==> src/core/flash_cmd_pkg.sv <==
// Purpose: Constants and types for the flash command sequencer
// Assumes: Avalon-MM byte addressing of 32-bit registers
// Notes: Offsets are byte addresses of aligned words
package flash_cmd_pkg;

  // Register byte offsets
  localparam logic [7:0] off_index = 8'h00;
  localparam logic [7:0] off_param = 8'h04;
  localparam logic [7:0] off_status = 8'h08;
  localparam logic [7:0] off_control = 8'h0c;
  localparam logic [7:0] off_security = 8'h10;

  // Status field positions
  localparam int bit_complete = 7;
  localparam int bit_access = 5;
  localparam int bit_protect = 4;
  localparam int bit_verify = 1;
  localparam int bit_uncorr = 0;

  // Control field positions
  localparam int bit_mode_ok = 0;
  localparam int bit_pflash_prot = 1;
  localparam int bit_dflash_prot = 2;
  localparam int bit_inject_err = 3;
  localparam int bit_inject_unc = 4;

  // Command codes
  localparam logic [7:0] cmd_prog_once = 8'h07;
  localparam logic [7:0] cmd_erase_all = 8'h08;
  localparam logic [7:0] cmd_erase_blk = 8'h09;
  localparam logic [7:0] cmd_erase_sec = 8'h0a;

  // Parameter slot numbers
  localparam logic [2:0] slot_cmd = 3'h0;
  localparam logic [2:0] slot_addr = 3'h1;
  localparam logic [2:0] slot_word0 = 3'h2;
  localparam logic [2:0] slot_last = 3'h5;

  // Global address field of slot 0 and block codes
  localparam logic [1:0] blk_pflash = 2'h0;
  localparam logic [1:0] blk_dflash = 2'h1;
  localparam logic [3:0] once_phrases = 4'h8;
  localparam logic [15:0] once_max_index = 16'h0007;
  localparam logic [15:0] erased_word = 16'hffff;

  // Array operation timing
  localparam int erase_time_us = 20;
  localparam int prog_time_us = 10;
  localparam int clk_mhz = 20;
  localparam int erase_cycles = erase_time_us * clk_mhz;
  localparam int prog_cycles = prog_time_us * clk_mhz;

  localparam logic [31:0] status_reset = 32'h0000_0080;

  typedef enum {
    st_idle,
    st_check,
    st_blank,
    st_program,
    st_erase,
    st_verify,
    st_done
  } seq_state_t;

  typedef struct packed {
    logic complete;
    logic access_err;
    logic protect_err;
    logic verify_err;
    logic verify_unc;
  } status_t;

endpackage

==> src/core/flash_erase_program_once_cmds.sv <==
// Purpose: Launch checks and execution of program-once and erase commands
// Assumes: Array timing is modelled by cycle counters; one clock
// Notes: Program-once field held as an internal array of phrases
//
// How it works
// - Write-once uses code 0x07, slot 1 phrase index, slots 2-5 data.
// - Write-once launched with index pointer not 5 sets access error.
// - Phrase index above 7 sets access error.
// - Write-once checks blank, programs, verifies; completion held low.
// - An already programmed phrase is refused with access error.
// - Program flash reads are marked invalid during write-once.
// - Write-once field holds eight phrases and no erase touches it.
// - Erase-all uses code 0x08; pointer not 0 sets access error.
// - Erase-all erases both arrays, verifies, releases security if blank.
// - Any protected region makes erase-all a protection violation.
// - Verify sets error flag on any error, second flag if uncorrectable.
// - Block erase code 0x09, slot 0 block bits, slot 1 low address.
// - Block or sector erase with pointer not 1 or bad block: access error.
// - Block erase misaligned address per array sets access error.
// - Protected block makes block erase a protection violation.
// - Block erase erases and verifies whole block, then completes.
// - Sector erase code 0x0A erases and verifies the addressed sector.
// - Sector erase with address bits 2:0 nonzero sets access error.
// - Protected program flash sector makes sector erase a violation.
// - Command not allowed in current mode sets access error.
`timescale 1ns/100ps
`default_nettype none
module flash_erase_program_once_cmds
  import flash_cmd_pkg::*;
#(
  parameter int erase_wait = erase_cycles,
  parameter int prog_wait = prog_cycles
)
(
  // Clock and reset
  input wire logic mclk,
  input wire logic rst,
  // Avalon-MM slave
  input wire logic [7:0] address,
  input wire logic read,
  input wire logic write,
  input wire logic [31:0] writedata,
  input wire logic [3:0] byteenable,
  output logic [31:0] readdata,
  output logic waitrequest,
  // Array status
  output logic pflash_read_invalid,
  output logic array_busy,
  output logic security_released
);

  seq_state_t state_q;
  logic [2:0] cmd_param_index_q;
  logic [15:0] cmd_param_regs_q [0:5];
  status_t status_q;
  logic [4:0] control_q;
  logic [15:0] cnt_q;
  logic [7:0] cmd_q;
  logic [15:0] once_mem_q [0:31];
  logic [7:0] once_used_q;
  logic verify_err_d;
  logic verify_unc_d;
  logic sec_q;
  logic [31:0] readdata_q;
  logic ack_q;
  logic [1:0] blk;
  logic [15:0] addr_lo;
  logic [2:0] pidx;
  logic launch;
  logic acc_err_d;
  logic prot_err_d;
  logic wr_hit;
  logic wr_index;
  logic wr_param;
  logic wr_status;
  logic wr_control;
  logic param_ok;
  logic [3:0] word_match;
  logic [3:0] word_blank;
  logic [7:0] status_byte;

  assign blk = cmd_param_regs_q[slot_cmd][1:0];
  assign addr_lo = cmd_param_regs_q[slot_addr];
  assign pidx = cmd_param_regs_q[slot_addr][2:0];
  // Writes land on the edge after the wait state, the one that ends the cycle with waitrequest low
  assign wr_hit = write && ack_q;
  assign wr_index = wr_hit && address == off_index && byteenable[0];
  assign wr_param = wr_hit && address == off_param;
  assign wr_status = wr_hit && address == off_status && byteenable[0];
  assign wr_control = wr_hit && address == off_control && byteenable[0];
  assign param_ok = cmd_param_index_q <= slot_last;
  // Launch: write 1 to clear the completion flag while idle
  assign launch = wr_status && writedata[bit_complete] && status_q.complete;

  // Read-back and blank compare of each word of the selected phrase
  for (genvar g = 0; g < 4; g++)
  begin : g_word
    assign word_match[g] = once_mem_q[{pidx, 2'(g)}]
      == cmd_param_regs_q[3'(g) + slot_word0];
    assign word_blank[g] = once_mem_q[{pidx, 2'(g)}] == erased_word;
  end

  // Status byte as software reads it
  always_comb
  begin
    status_byte = 8'h00;
    status_byte[bit_complete] = status_q.complete;
    status_byte[bit_access] = status_q.access_err;
    status_byte[bit_protect] = status_q.protect_err;
    status_byte[bit_verify] = status_q.verify_err;
    status_byte[bit_uncorr] = status_q.verify_unc;
  end

  // One wait state on every access
  assign waitrequest = (read || write) && !ack_q;

  always_ff @(posedge mclk or posedge rst)
  begin
    if (rst)
      ack_q <= 1'b0;
    else
      ack_q <= (read || write) && !ack_q;
  end

  // Launch-time checks
  always_comb
  begin
    acc_err_d = 1'b0;
    prot_err_d = 1'b0;
    if (!control_q[bit_mode_ok])
      acc_err_d = 1'b1;
    case (cmd_q)
      cmd_prog_once:
      begin
        if (cmd_param_index_q != slot_last)
          acc_err_d = 1'b1;
        if (addr_lo > once_max_index)
          acc_err_d = 1'b1;
        else if (once_used_q[pidx])
          acc_err_d = 1'b1;
      end
      cmd_erase_all:
      begin
        if (cmd_param_index_q != slot_cmd)
          acc_err_d = 1'b1;
        if (control_q[bit_pflash_prot] || control_q[bit_dflash_prot])
          prot_err_d = 1'b1;
      end
      cmd_erase_blk:
      begin
        if (cmd_param_index_q != slot_addr)
          acc_err_d = 1'b1;
        if (blk != blk_pflash && blk != blk_dflash)
          acc_err_d = 1'b1;
        if (blk == blk_pflash && addr_lo[2:0] != 3'h0)
          acc_err_d = 1'b1;
        if (blk == blk_dflash && addr_lo[0])
          acc_err_d = 1'b1;
        if ((blk == blk_pflash && control_q[bit_pflash_prot])
          || (blk == blk_dflash && control_q[bit_dflash_prot]))
          prot_err_d = 1'b1;
      end
      cmd_erase_sec:
      begin
        if (cmd_param_index_q != slot_addr)
          acc_err_d = 1'b1;
        if (blk != blk_pflash)
          acc_err_d = 1'b1;
        if (addr_lo[2:0] != 3'h0)
          acc_err_d = 1'b1;
        if (control_q[bit_pflash_prot])
          prot_err_d = 1'b1;
      end
      default:
        acc_err_d = 1'b1;
    endcase
  end

  // Verify outcome of the array step
  always_comb
  begin
    verify_err_d = control_q[bit_inject_err] || control_q[bit_inject_unc];
    verify_unc_d = control_q[bit_inject_unc];
    if (cmd_q == cmd_prog_once)
    begin
      if (word_match != 4'hf)
        verify_err_d = 1'b1;
    end
  end

  // Index pointer and parameter slots
  always_ff @(posedge mclk or posedge rst)
  begin
    if (rst)
    begin
      cmd_param_index_q <= 3'h0;
      for (int i = 0; i <= 5; i++)
        cmd_param_regs_q[i] <= 16'h0000;
    end
    else if (wr_hit && status_q.complete)
    begin
      if (wr_index)
        cmd_param_index_q <= writedata[2:0];
      // Slots above the last one are dropped
      if (wr_param && param_ok)
      begin
        if (byteenable[0])
          cmd_param_regs_q[cmd_param_index_q][7:0] <= writedata[7:0];
        if (byteenable[1])
          cmd_param_regs_q[cmd_param_index_q][15:8] <= writedata[15:8];
      end
    end
  end

  always_ff @(posedge mclk or posedge rst)
  begin
    if (rst)
      control_q <= 5'h00;
    else if (wr_control && status_q.complete)
      control_q <= writedata[4:0];
  end

  // Command sequencer
  always_ff @(posedge mclk or posedge rst)
  begin
    if (rst)
    begin
      state_q <= st_idle;
      status_q.complete <= status_reset[bit_complete];
      status_q.access_err <= status_reset[bit_access];
      status_q.protect_err <= status_reset[bit_protect];
      status_q.verify_err <= status_reset[bit_verify];
      status_q.verify_unc <= status_reset[bit_uncorr];
      cnt_q <= 16'h0000;
      cmd_q <= 8'h00;
      once_used_q <= 8'h00;
      sec_q <= 1'b0;
    end
    else
    begin
      case (state_q)
        st_idle:
        begin
          if (wr_status)
          begin
            if (writedata[bit_access])
              status_q.access_err <= 1'b0;
            if (writedata[bit_protect])
              status_q.protect_err <= 1'b0;
          end
          // A launch is ignored while the access or protection error flag is set
          if (launch && !status_q.access_err && !status_q.protect_err)
          begin
            status_q.complete <= 1'b0;
            status_q.verify_err <= 1'b0;
            status_q.verify_unc <= 1'b0;
            cmd_q <= cmd_param_regs_q[slot_cmd][15:8];
            state_q <= st_check;
          end
        end
        st_check:
        begin
          if (acc_err_d || prot_err_d)
          begin
            status_q.access_err <= acc_err_d;
            status_q.protect_err <= prot_err_d;
            state_q <= st_done;
          end
          else if (cmd_q == cmd_prog_once)
            state_q <= st_blank;
          else
          begin
            cnt_q <= 16'(erase_wait);
            state_q <= st_erase;
          end
        end
        st_blank:
        begin
          if (word_blank != 4'hf)
          begin
            status_q.access_err <= 1'b1;
            state_q <= st_done;
          end
          else
          begin
            cnt_q <= 16'(prog_wait);
            state_q <= st_program;
          end
        end
        st_program:
        begin
          cnt_q <= cnt_q - 16'h0001;
          if (cnt_q == 16'h0000)
          begin
            once_used_q[pidx] <= 1'b1;
            state_q <= st_verify;
          end
        end
        st_erase:
        begin
          cnt_q <= cnt_q - 16'h0001;
          if (cnt_q == 16'h0000)
            state_q <= st_verify;
        end
        st_verify:
        begin
          status_q.verify_err <= verify_err_d;
          status_q.verify_unc <= verify_unc_d;
          if (cmd_q == cmd_erase_all && !verify_err_d)
            sec_q <= 1'b1;
          state_q <= st_done;
        end
        st_done:
        begin
          status_q.complete <= 1'b1;
          state_q <= st_idle;
        end
        default:
          state_q <= st_idle;
      endcase
    end
  end

  // Write-once field: 8 phrases of 4 words, never erased
  always_ff @(posedge mclk or posedge rst)
  begin
    if (rst)
    begin
      for (int i = 0; i < 32; i++)
        once_mem_q[i] <= erased_word;
    end
    else if (state_q == st_program && cnt_q == 16'h0000)
    begin
      for (int w = 0; w < 4; w++)
        once_mem_q[{pidx, 2'(w)}] <= cmd_param_regs_q[3'(w) + slot_word0];
    end
  end

  // Register read data
  always_ff @(posedge mclk or posedge rst)
  begin
    if (rst)
      readdata_q <= 32'h0000_0000;
    else if (read && !ack_q)
    begin
      case (address)
        off_index:
          readdata_q <= {29'h0, cmd_param_index_q};
        off_param:
          readdata_q <= param_ok
            ? {16'h0, cmd_param_regs_q[cmd_param_index_q]} : 32'h0;
        off_status:
          readdata_q <= {24'h00_0000, status_byte};
        off_control:
          readdata_q <= {27'h0, control_q};
        off_security:
          readdata_q <= {31'h0, sec_q};
        default:
          readdata_q <= 32'h0000_0000;
      endcase
    end
  end

  assign readdata = readdata_q;
  // Busy follows the completion flag; read-invalid follows it only while the command is write-once
  assign array_busy = !status_q.complete;
  assign pflash_read_invalid = !status_q.complete
    && cmd_q == cmd_prog_once;
  assign security_released = sec_q;

endmodule // flash_erase_program_once_cmds
`default_nettype wire

==> config.mk <==
export PLATFORM = sky130hd
export DESIGN_NAME = flash_erase_program_once_cmds
export DESIGN_NICKNAME = d
export VERILOG_FILES = /design/src/core/flash_cmd_pkg.sv /design/src/core/flash_erase_program_once_cmds.sv
export SDC_FILE = /design/constraint.sdc
export NUM_CORES = 1
export LEC_CHECK = 0
export ABC_CLOCK_PERIOD_IN_PS = 29100
export BUFFER_PORTS_ARGS = -buffer_cell sky130_fd_sc_hd__buf_2
export CAP_MARGIN = 20
export CELL_PAD_IN_SITES_DETAIL_PLACEMENT = 0
export CELL_PAD_IN_SITES_GLOBAL_PLACEMENT = 1
export CORE_ASPECT_RATIO = 1.4
export CORE_UTILIZATION = 25
export DETAILED_ROUTE_END_ITERATION = 10
export PLACE_DENSITY_LB_ADDON = 0.1
export SLEW_MARGIN = 10
export SYNTH_ARGS = -nofsm -noshare
export SYNTH_HDL_FRONTEND = slang
export SYNTH_SLANG_ARGS = --single-unit
==> constraint.sdc <==
create_clock -name mclk -period 29.1 [get_ports mclk]
set_input_delay 5.82 -clock mclk [delete_from_list [all_inputs] [get_ports mclk]]
set_output_delay 5.82 -clock mclk [all_outputs]
set_load 0.005 [all_outputs]
==> Word-level counts from Yosys, hierarchy flattened <==
Index checks and enable logic that the tools add are counted.
{ "totals": {"reg_bits": 719, "in_bits": 48, "output_inout_bits": 36, "wordCells": 259} }
{ "classes": {"addsub": 1, "magnitude_cmp": 14, "n_eq_ne": 39, "mux": 82, "n_bitwise": 6, "reduce_logical": 65} }
{ "op_table": {"columns": ["op", "count"], "rows": [
  ["bitwise mux 512 bit", 4],
  ["two-way mux 96 bit", 4],
  ["binary-select mux 16 bit (select 5 bit)", 4],
  ["demux 16 bit (select 5 bit)", 4],
  ["two-way mux 16 bit", 19],
  ["bitwise mux 96 bit", 2],
  ["case mux 32 bit (5 select lines)", 1],
  ["equality test 32 x 3 -> 1 bit, second input constant", 4],
  ["demux 16 bit (select 3 bit)", 2],
  ["two-way mux 32 bit", 3],
  ["case mux 16 bit (5 select lines)", 1],
  ["equality test 16 bit", 4],
  ["equality test 16 bit, second input constant", 4],
  ["equality test 32 x 2 -> 1 bit, second input constant", 2],
  ["binary-select mux 16 bit (select 3 bit)", 1],
  ["case mux 16 bit (3 select lines)", 1],
  ["equality test 8 x 4 -> 1 bit, second input constant", 5],
  ["equality test 32 x 1 -> 1 bit, second input constant", 1],
  ["zero test 32 bit", 1],
  ["logical AND 1 bit", 31],
  ["greater-or-equal comparator 6 bit, second input constant", 4],
  ["< comparator 6 x 1 -> 1 bit, second input constant", 4],
  ["inverter 5 -> 6 bit", 4],
  ["two-way mux 1 bit", 22],
  ["other kinds (37)", 75]
]} }

==> Longest topological paths before layout <==
{ "logic_depth": {"depth_word": 11, "depth_mapped": 13, "mapped_depth_nobuf": 10} }

==> Worst setup path before layout <==
OpenSTA, ideal clock, no wires.
{ "synth_path": {"path_type": "in2out", "startpoint": "input write", "endpoint": "output waitrequest", "arrival_time_ns": 5.967, "required_ns": 23.280, "slack_ns": 17.313, "path_stages": 2, "path_buffers": 0, "path_cell_list": "nor2_1 > nor2_1"} }
{ "synth_via": {"elab_chain_cells": 2} }
{ "synth_rtl": {"columns": ["item", "line_no", "rtl"], "rows": [
  ["start, declared", "flash_erase_program_once_cmds.sv:41", "input wire logic write,"],
  ["logical OR 1 bit", "flash_erase_program_once_cmds.sv:115", "assign waitrequest = (read || write) && !ack_q;"],
  ["logical AND 1 bit", "flash_erase_program_once_cmds.sv:115", null],
  ["end, declared", "flash_erase_program_once_cmds.sv:45", "output logic waitrequest,"]
]} }
No other way between the ends.

==> Worst setup path after layout <==
{ "layout_path": {"startpoint": "input read", "endpoint": "output waitrequest"} }
{ "layout_via": {"elab_chain_cells": 2} }
{ "layout_rtl": {"columns": ["item", "line_no", "rtl"], "rows": [
  ["start, declared", "flash_erase_program_once_cmds.sv:40", "input wire logic read,"],
  ["logical OR 1 bit", "flash_erase_program_once_cmds.sv:115", null],
  ["logical AND 1 bit", "flash_erase_program_once_cmds.sv:115", null]
]} }
No other way between the ends.

==> out/metrics.csv <==
stage,metric,value,unit
synthesis,syn_area_per_cell,14.8,um2
power_and_ir_drop,VDD IR-drop max,42.8,uV
clock_tree,CTS Root Buffer Type,clkbuf_16,
grt,total grt overflow,0,
clock_tree,Clock Pin Slew Worst Setup and Hold Paths,0.06,ns
sta,final setup fails,0,
setup_path,Setup crit start,read,
sta,Slew Limit Headroom,0.263,
setup_path,Crit Path Max Fanout,3,
clock_tree,CTS tree,built,
final_layout,area delta synth->final,13.1,%
synthesis,register area share after synthesis,0.544,
sta,fin. max-slew vios,0,
grt,first-pass GRT wire length,150000,um
route,DRC Markers,0,
setup_path,Worst Setup EP,waitrequest,
synthesis,Yosys warnings,0,
power_and_ir_drop,PwrDens,54.2,mW/mm2
setup_path,launching point of the worst reg2reg path,cnt_q[0],
final_layout,highest-count cells in the layout ignoring fill and taps,"mux2_2 (631), dfstp_2 (513), dfrtp_1 (157), mux4_2 (137), clkbuf_16 (76)",
synthesis,synthesized instance count,2172,
setup_path,Setup CP Type,in2out,
synthesis,top_reg_cell synth,dfstp_2,
grt,initial antenna violation count,7,
sta,post-route setup TNS,0,ns
place,PortBufs,49,
die,core box area,0.128,mm2
route,drt total wl,102000,um
route,Initial DRC Count,783,
sta,Worst Skew,0.0306,ns
final_layout,"commonest non-fill, non-tap cell in the layout",mux2_2,
route,WL/cell,26.4,um
place,Final HPWL DP,65000,um
clock_tree,Longest Clk Path Bufs,3,
final_layout,post-route insts no fill,3856,
die,Die Y,427,um
clock_tree,H-Tree Depth,3,
setup_path,R2R Setup Slk,23.39,ns
clock_tree,clk sink count,674,
route,drt first pass iters,5,
clock_tree,"Clk Latency, worst-skew pair",0.68,ns
setup_path,WP data arrival,6.25,ns
final_layout,share of cells above drive strength 1,0.681,
grt,GRT Total Usage,0.159,
grt,vias in the first global route,20100,
setup_path,crit start category,input port,
setup_path,worst reg2reg path endpoint,once_mem_q[211],
setup_path,data required time of the critical path,23.28,ns
place,placed insts,3717,
outcome,status,finished clean,
clock_tree,total CTS buffers,75,
grt,largest net degree at the start of global routing,180,
synthesis,number of synthesized register bits,674,
final_layout,fillcell total,12800,
setup_path,Crit. End Element,primary output,
sta,crit share post-route,0.415,
clock_tree,Post-CTS Setup Bufs,0,
power_and_ir_drop,Pleak,14.6,nW
min_path,Min-Delay Path Class,reg2reg,
sta,RSZ-0062 raised after global routing,no,
die,Die Wd,305,um
route,DR vias/cell,4.75,
die,Die ar.,0.130,mm2
final_layout,fin nets,2196,
die,# IOs,84,
sta,post-layout min period,12.07,ns
synthesis,Post-synth EDFFs,0,
clock_tree,hold_buf cts,0,
die,Initial Util,0.252,
setup_path,R2R cell count,12,
synthesis,ys async rst share,1.00,
route,Via Count,18300,
sta,fmax,0.0829,GHz
place,Final GP Congestion,0.760,
clock_tree,post-cts sizing count,0,
job,max cap viols,0,
synthesis,Yosys cell types,64,
die,Row Count,155,
route,post-route ant nets,0,
sta,Fin. Hold Viols,0,
sta,Tightest Pin Transition,1.11,ns
synthesis,cell area after synthesis,0.0322,mm2
## cells by family (layout without fill, tap and decap cells)
group	Yosys count	after routing	share of synthesized area
compound gates	124	124	0.0239
xor+xnor	65	65	0.0177
fa+ha+maj	1	1	0.000389
buf+inv	215	235	0.0327
flops	674	674	0.544
mux	844	844	0.340
other cells	1	17	0.000116
simple gates	248	248	0.0409
## where the power goes
part           switching [W]  leakage [nW]  internal, W
registers         0.00000414          7.51     0.000943
logic              0.0000378          5.91    0.0000113
clock network       0.000411          1.23     0.000567
## worst min-delay path by stage
| stage | slack [ns] | depth (start not counted) | start | end |
|---|---|---|---|---|
| after floorplan | 0.43 | 1 | once_used_q[7] | once_used_q[7] |
| after global placement | 0.44 | 1 | once_used_q[7] | once_used_q[7] |
| after detailed placement | 0.46 | 1 | once_used_q[3] | once_used_q[3] |
| after CTS | 0.47 | 1 | once_used_q[0] | once_used_q[0] |
| after global routing | 0.49 | 1 | once_used_q[0] | once_used_q[0] |
| final | 0.47 | 2 | readdata[13] | readdata[13] |
## registers in the layout, indices dropped and copies added, names as in the netlist
| name | cells |
|---|---|
| ack_q | 1 |
| addr_lo | 16 |
| blk | 2 |
| cmd_param_index_q | 3 |
| cmd_param_regs_q | 78 |
| cmd_q | 8 |
| cnt_q | 16 |
| control_q | 5 |
| once_mem_q | 512 |
| once_used_q | 8 |
| readdata | 16 |
| security_released | 1 |
| state_q | 3 |
| status_byte | 5 |
## synth_stat cells (5+ instances only)
| library cell | n | area share |
|---|---|---|
| a21oi_1 | 25 | 0.0039 |
| a22oi_1 | 9 | 0.0021 |
| a31oi_1 | 9 | 0.0017 |
| buf_1 | 20 | 0.0023 |
| buf_2 | 29 | 0.0045 |
| buf_4 | 36 | 0.0084 |
| buf_6 | 10 | 0.0035 |
| clkbuf_1 | 108 | 0.013 |
| dfrtp_1 | 161 | 0.13 |
| dfstp_2 | 513 | 0.42 |
| inv_1 | 11 | 0.0013 |
| mux2_2 | 631 | 0.22 |
| mux2i_1 | 73 | 0.023 |
| mux4_2 | 137 | 0.096 |
| nand2_1 | 51 | 0.0059 |
| nand2b_1 | 11 | 0.0021 |
| nand3_1 | 11 | 0.0017 |
| nand4_1 | 30 | 0.0058 |
| nor2_1 | 52 | 0.0061 |
| nor3_1 | 19 | 0.0030 |
| nor3b_1 | 5 | 0.0012 |
| nor4_1 | 24 | 0.0047 |
| o21ai_0 | 42 | 0.0065 |
| o22ai_1 | 7 | 0.0014 |
| or2_2 | 6 | 0.0012 |
| or3_1 | 8 | 0.0016 |
| xor2_1 | 63 | 0.017 |
## worst max-delay path, cell delays in order
cell	delay (ns)
buf_2	0.10
nor2_1	0.04
nor2_1	0.14
buf_2	0.14
## per-layer routing
metal | wire length (um) | part of all wire | GRT usage
met3 | 2450 | 0.024 | 0.0182
met5 | 0 | 0 | 0
met4 | 1940 | 0.019 | 0.0424
met1 | 44100 | 0.43 | 0.200
met2 | 53200 | 0.52 | 0.288
## area by class of cell
class | instances | area (um2) | share of cell area
Sequential cell | 674 | 17500 | 0.481
Timing Repair Buffer | 86 | 548 | 0.0151
Tap cell | 1648 | 2060 | 0.0566
Clock inverter | 22 | 251 | 0.00691
Clock buffer | 115 | 2240 | 0.0615
Antenna cell | 1 | 2.50 | 0.0000687
Multi-Input combinational cell | 1298 | 13700 | 0.377
Inverter | 12 | 52.6 | 0.00144
## per-stage QoR
stage	instance area (um2)	total power (W)	worst slack [ns]	util	hold slack, ns
floorplan	32200	0.000991	5.24	-	0.429
global placement	33900	0.00101	17.02	0.266	0.444
detailed placement	33900	0.00101	17.05	0.266	0.456
CTS	36400	0.00202	17.03	0.285	0.472
global route	36400	0.00206	16.95	0.285	0.488
finish	36400	0.00197	17.03	0.285	0.469
Note: power is estimated with default switching activity, not from simulation.
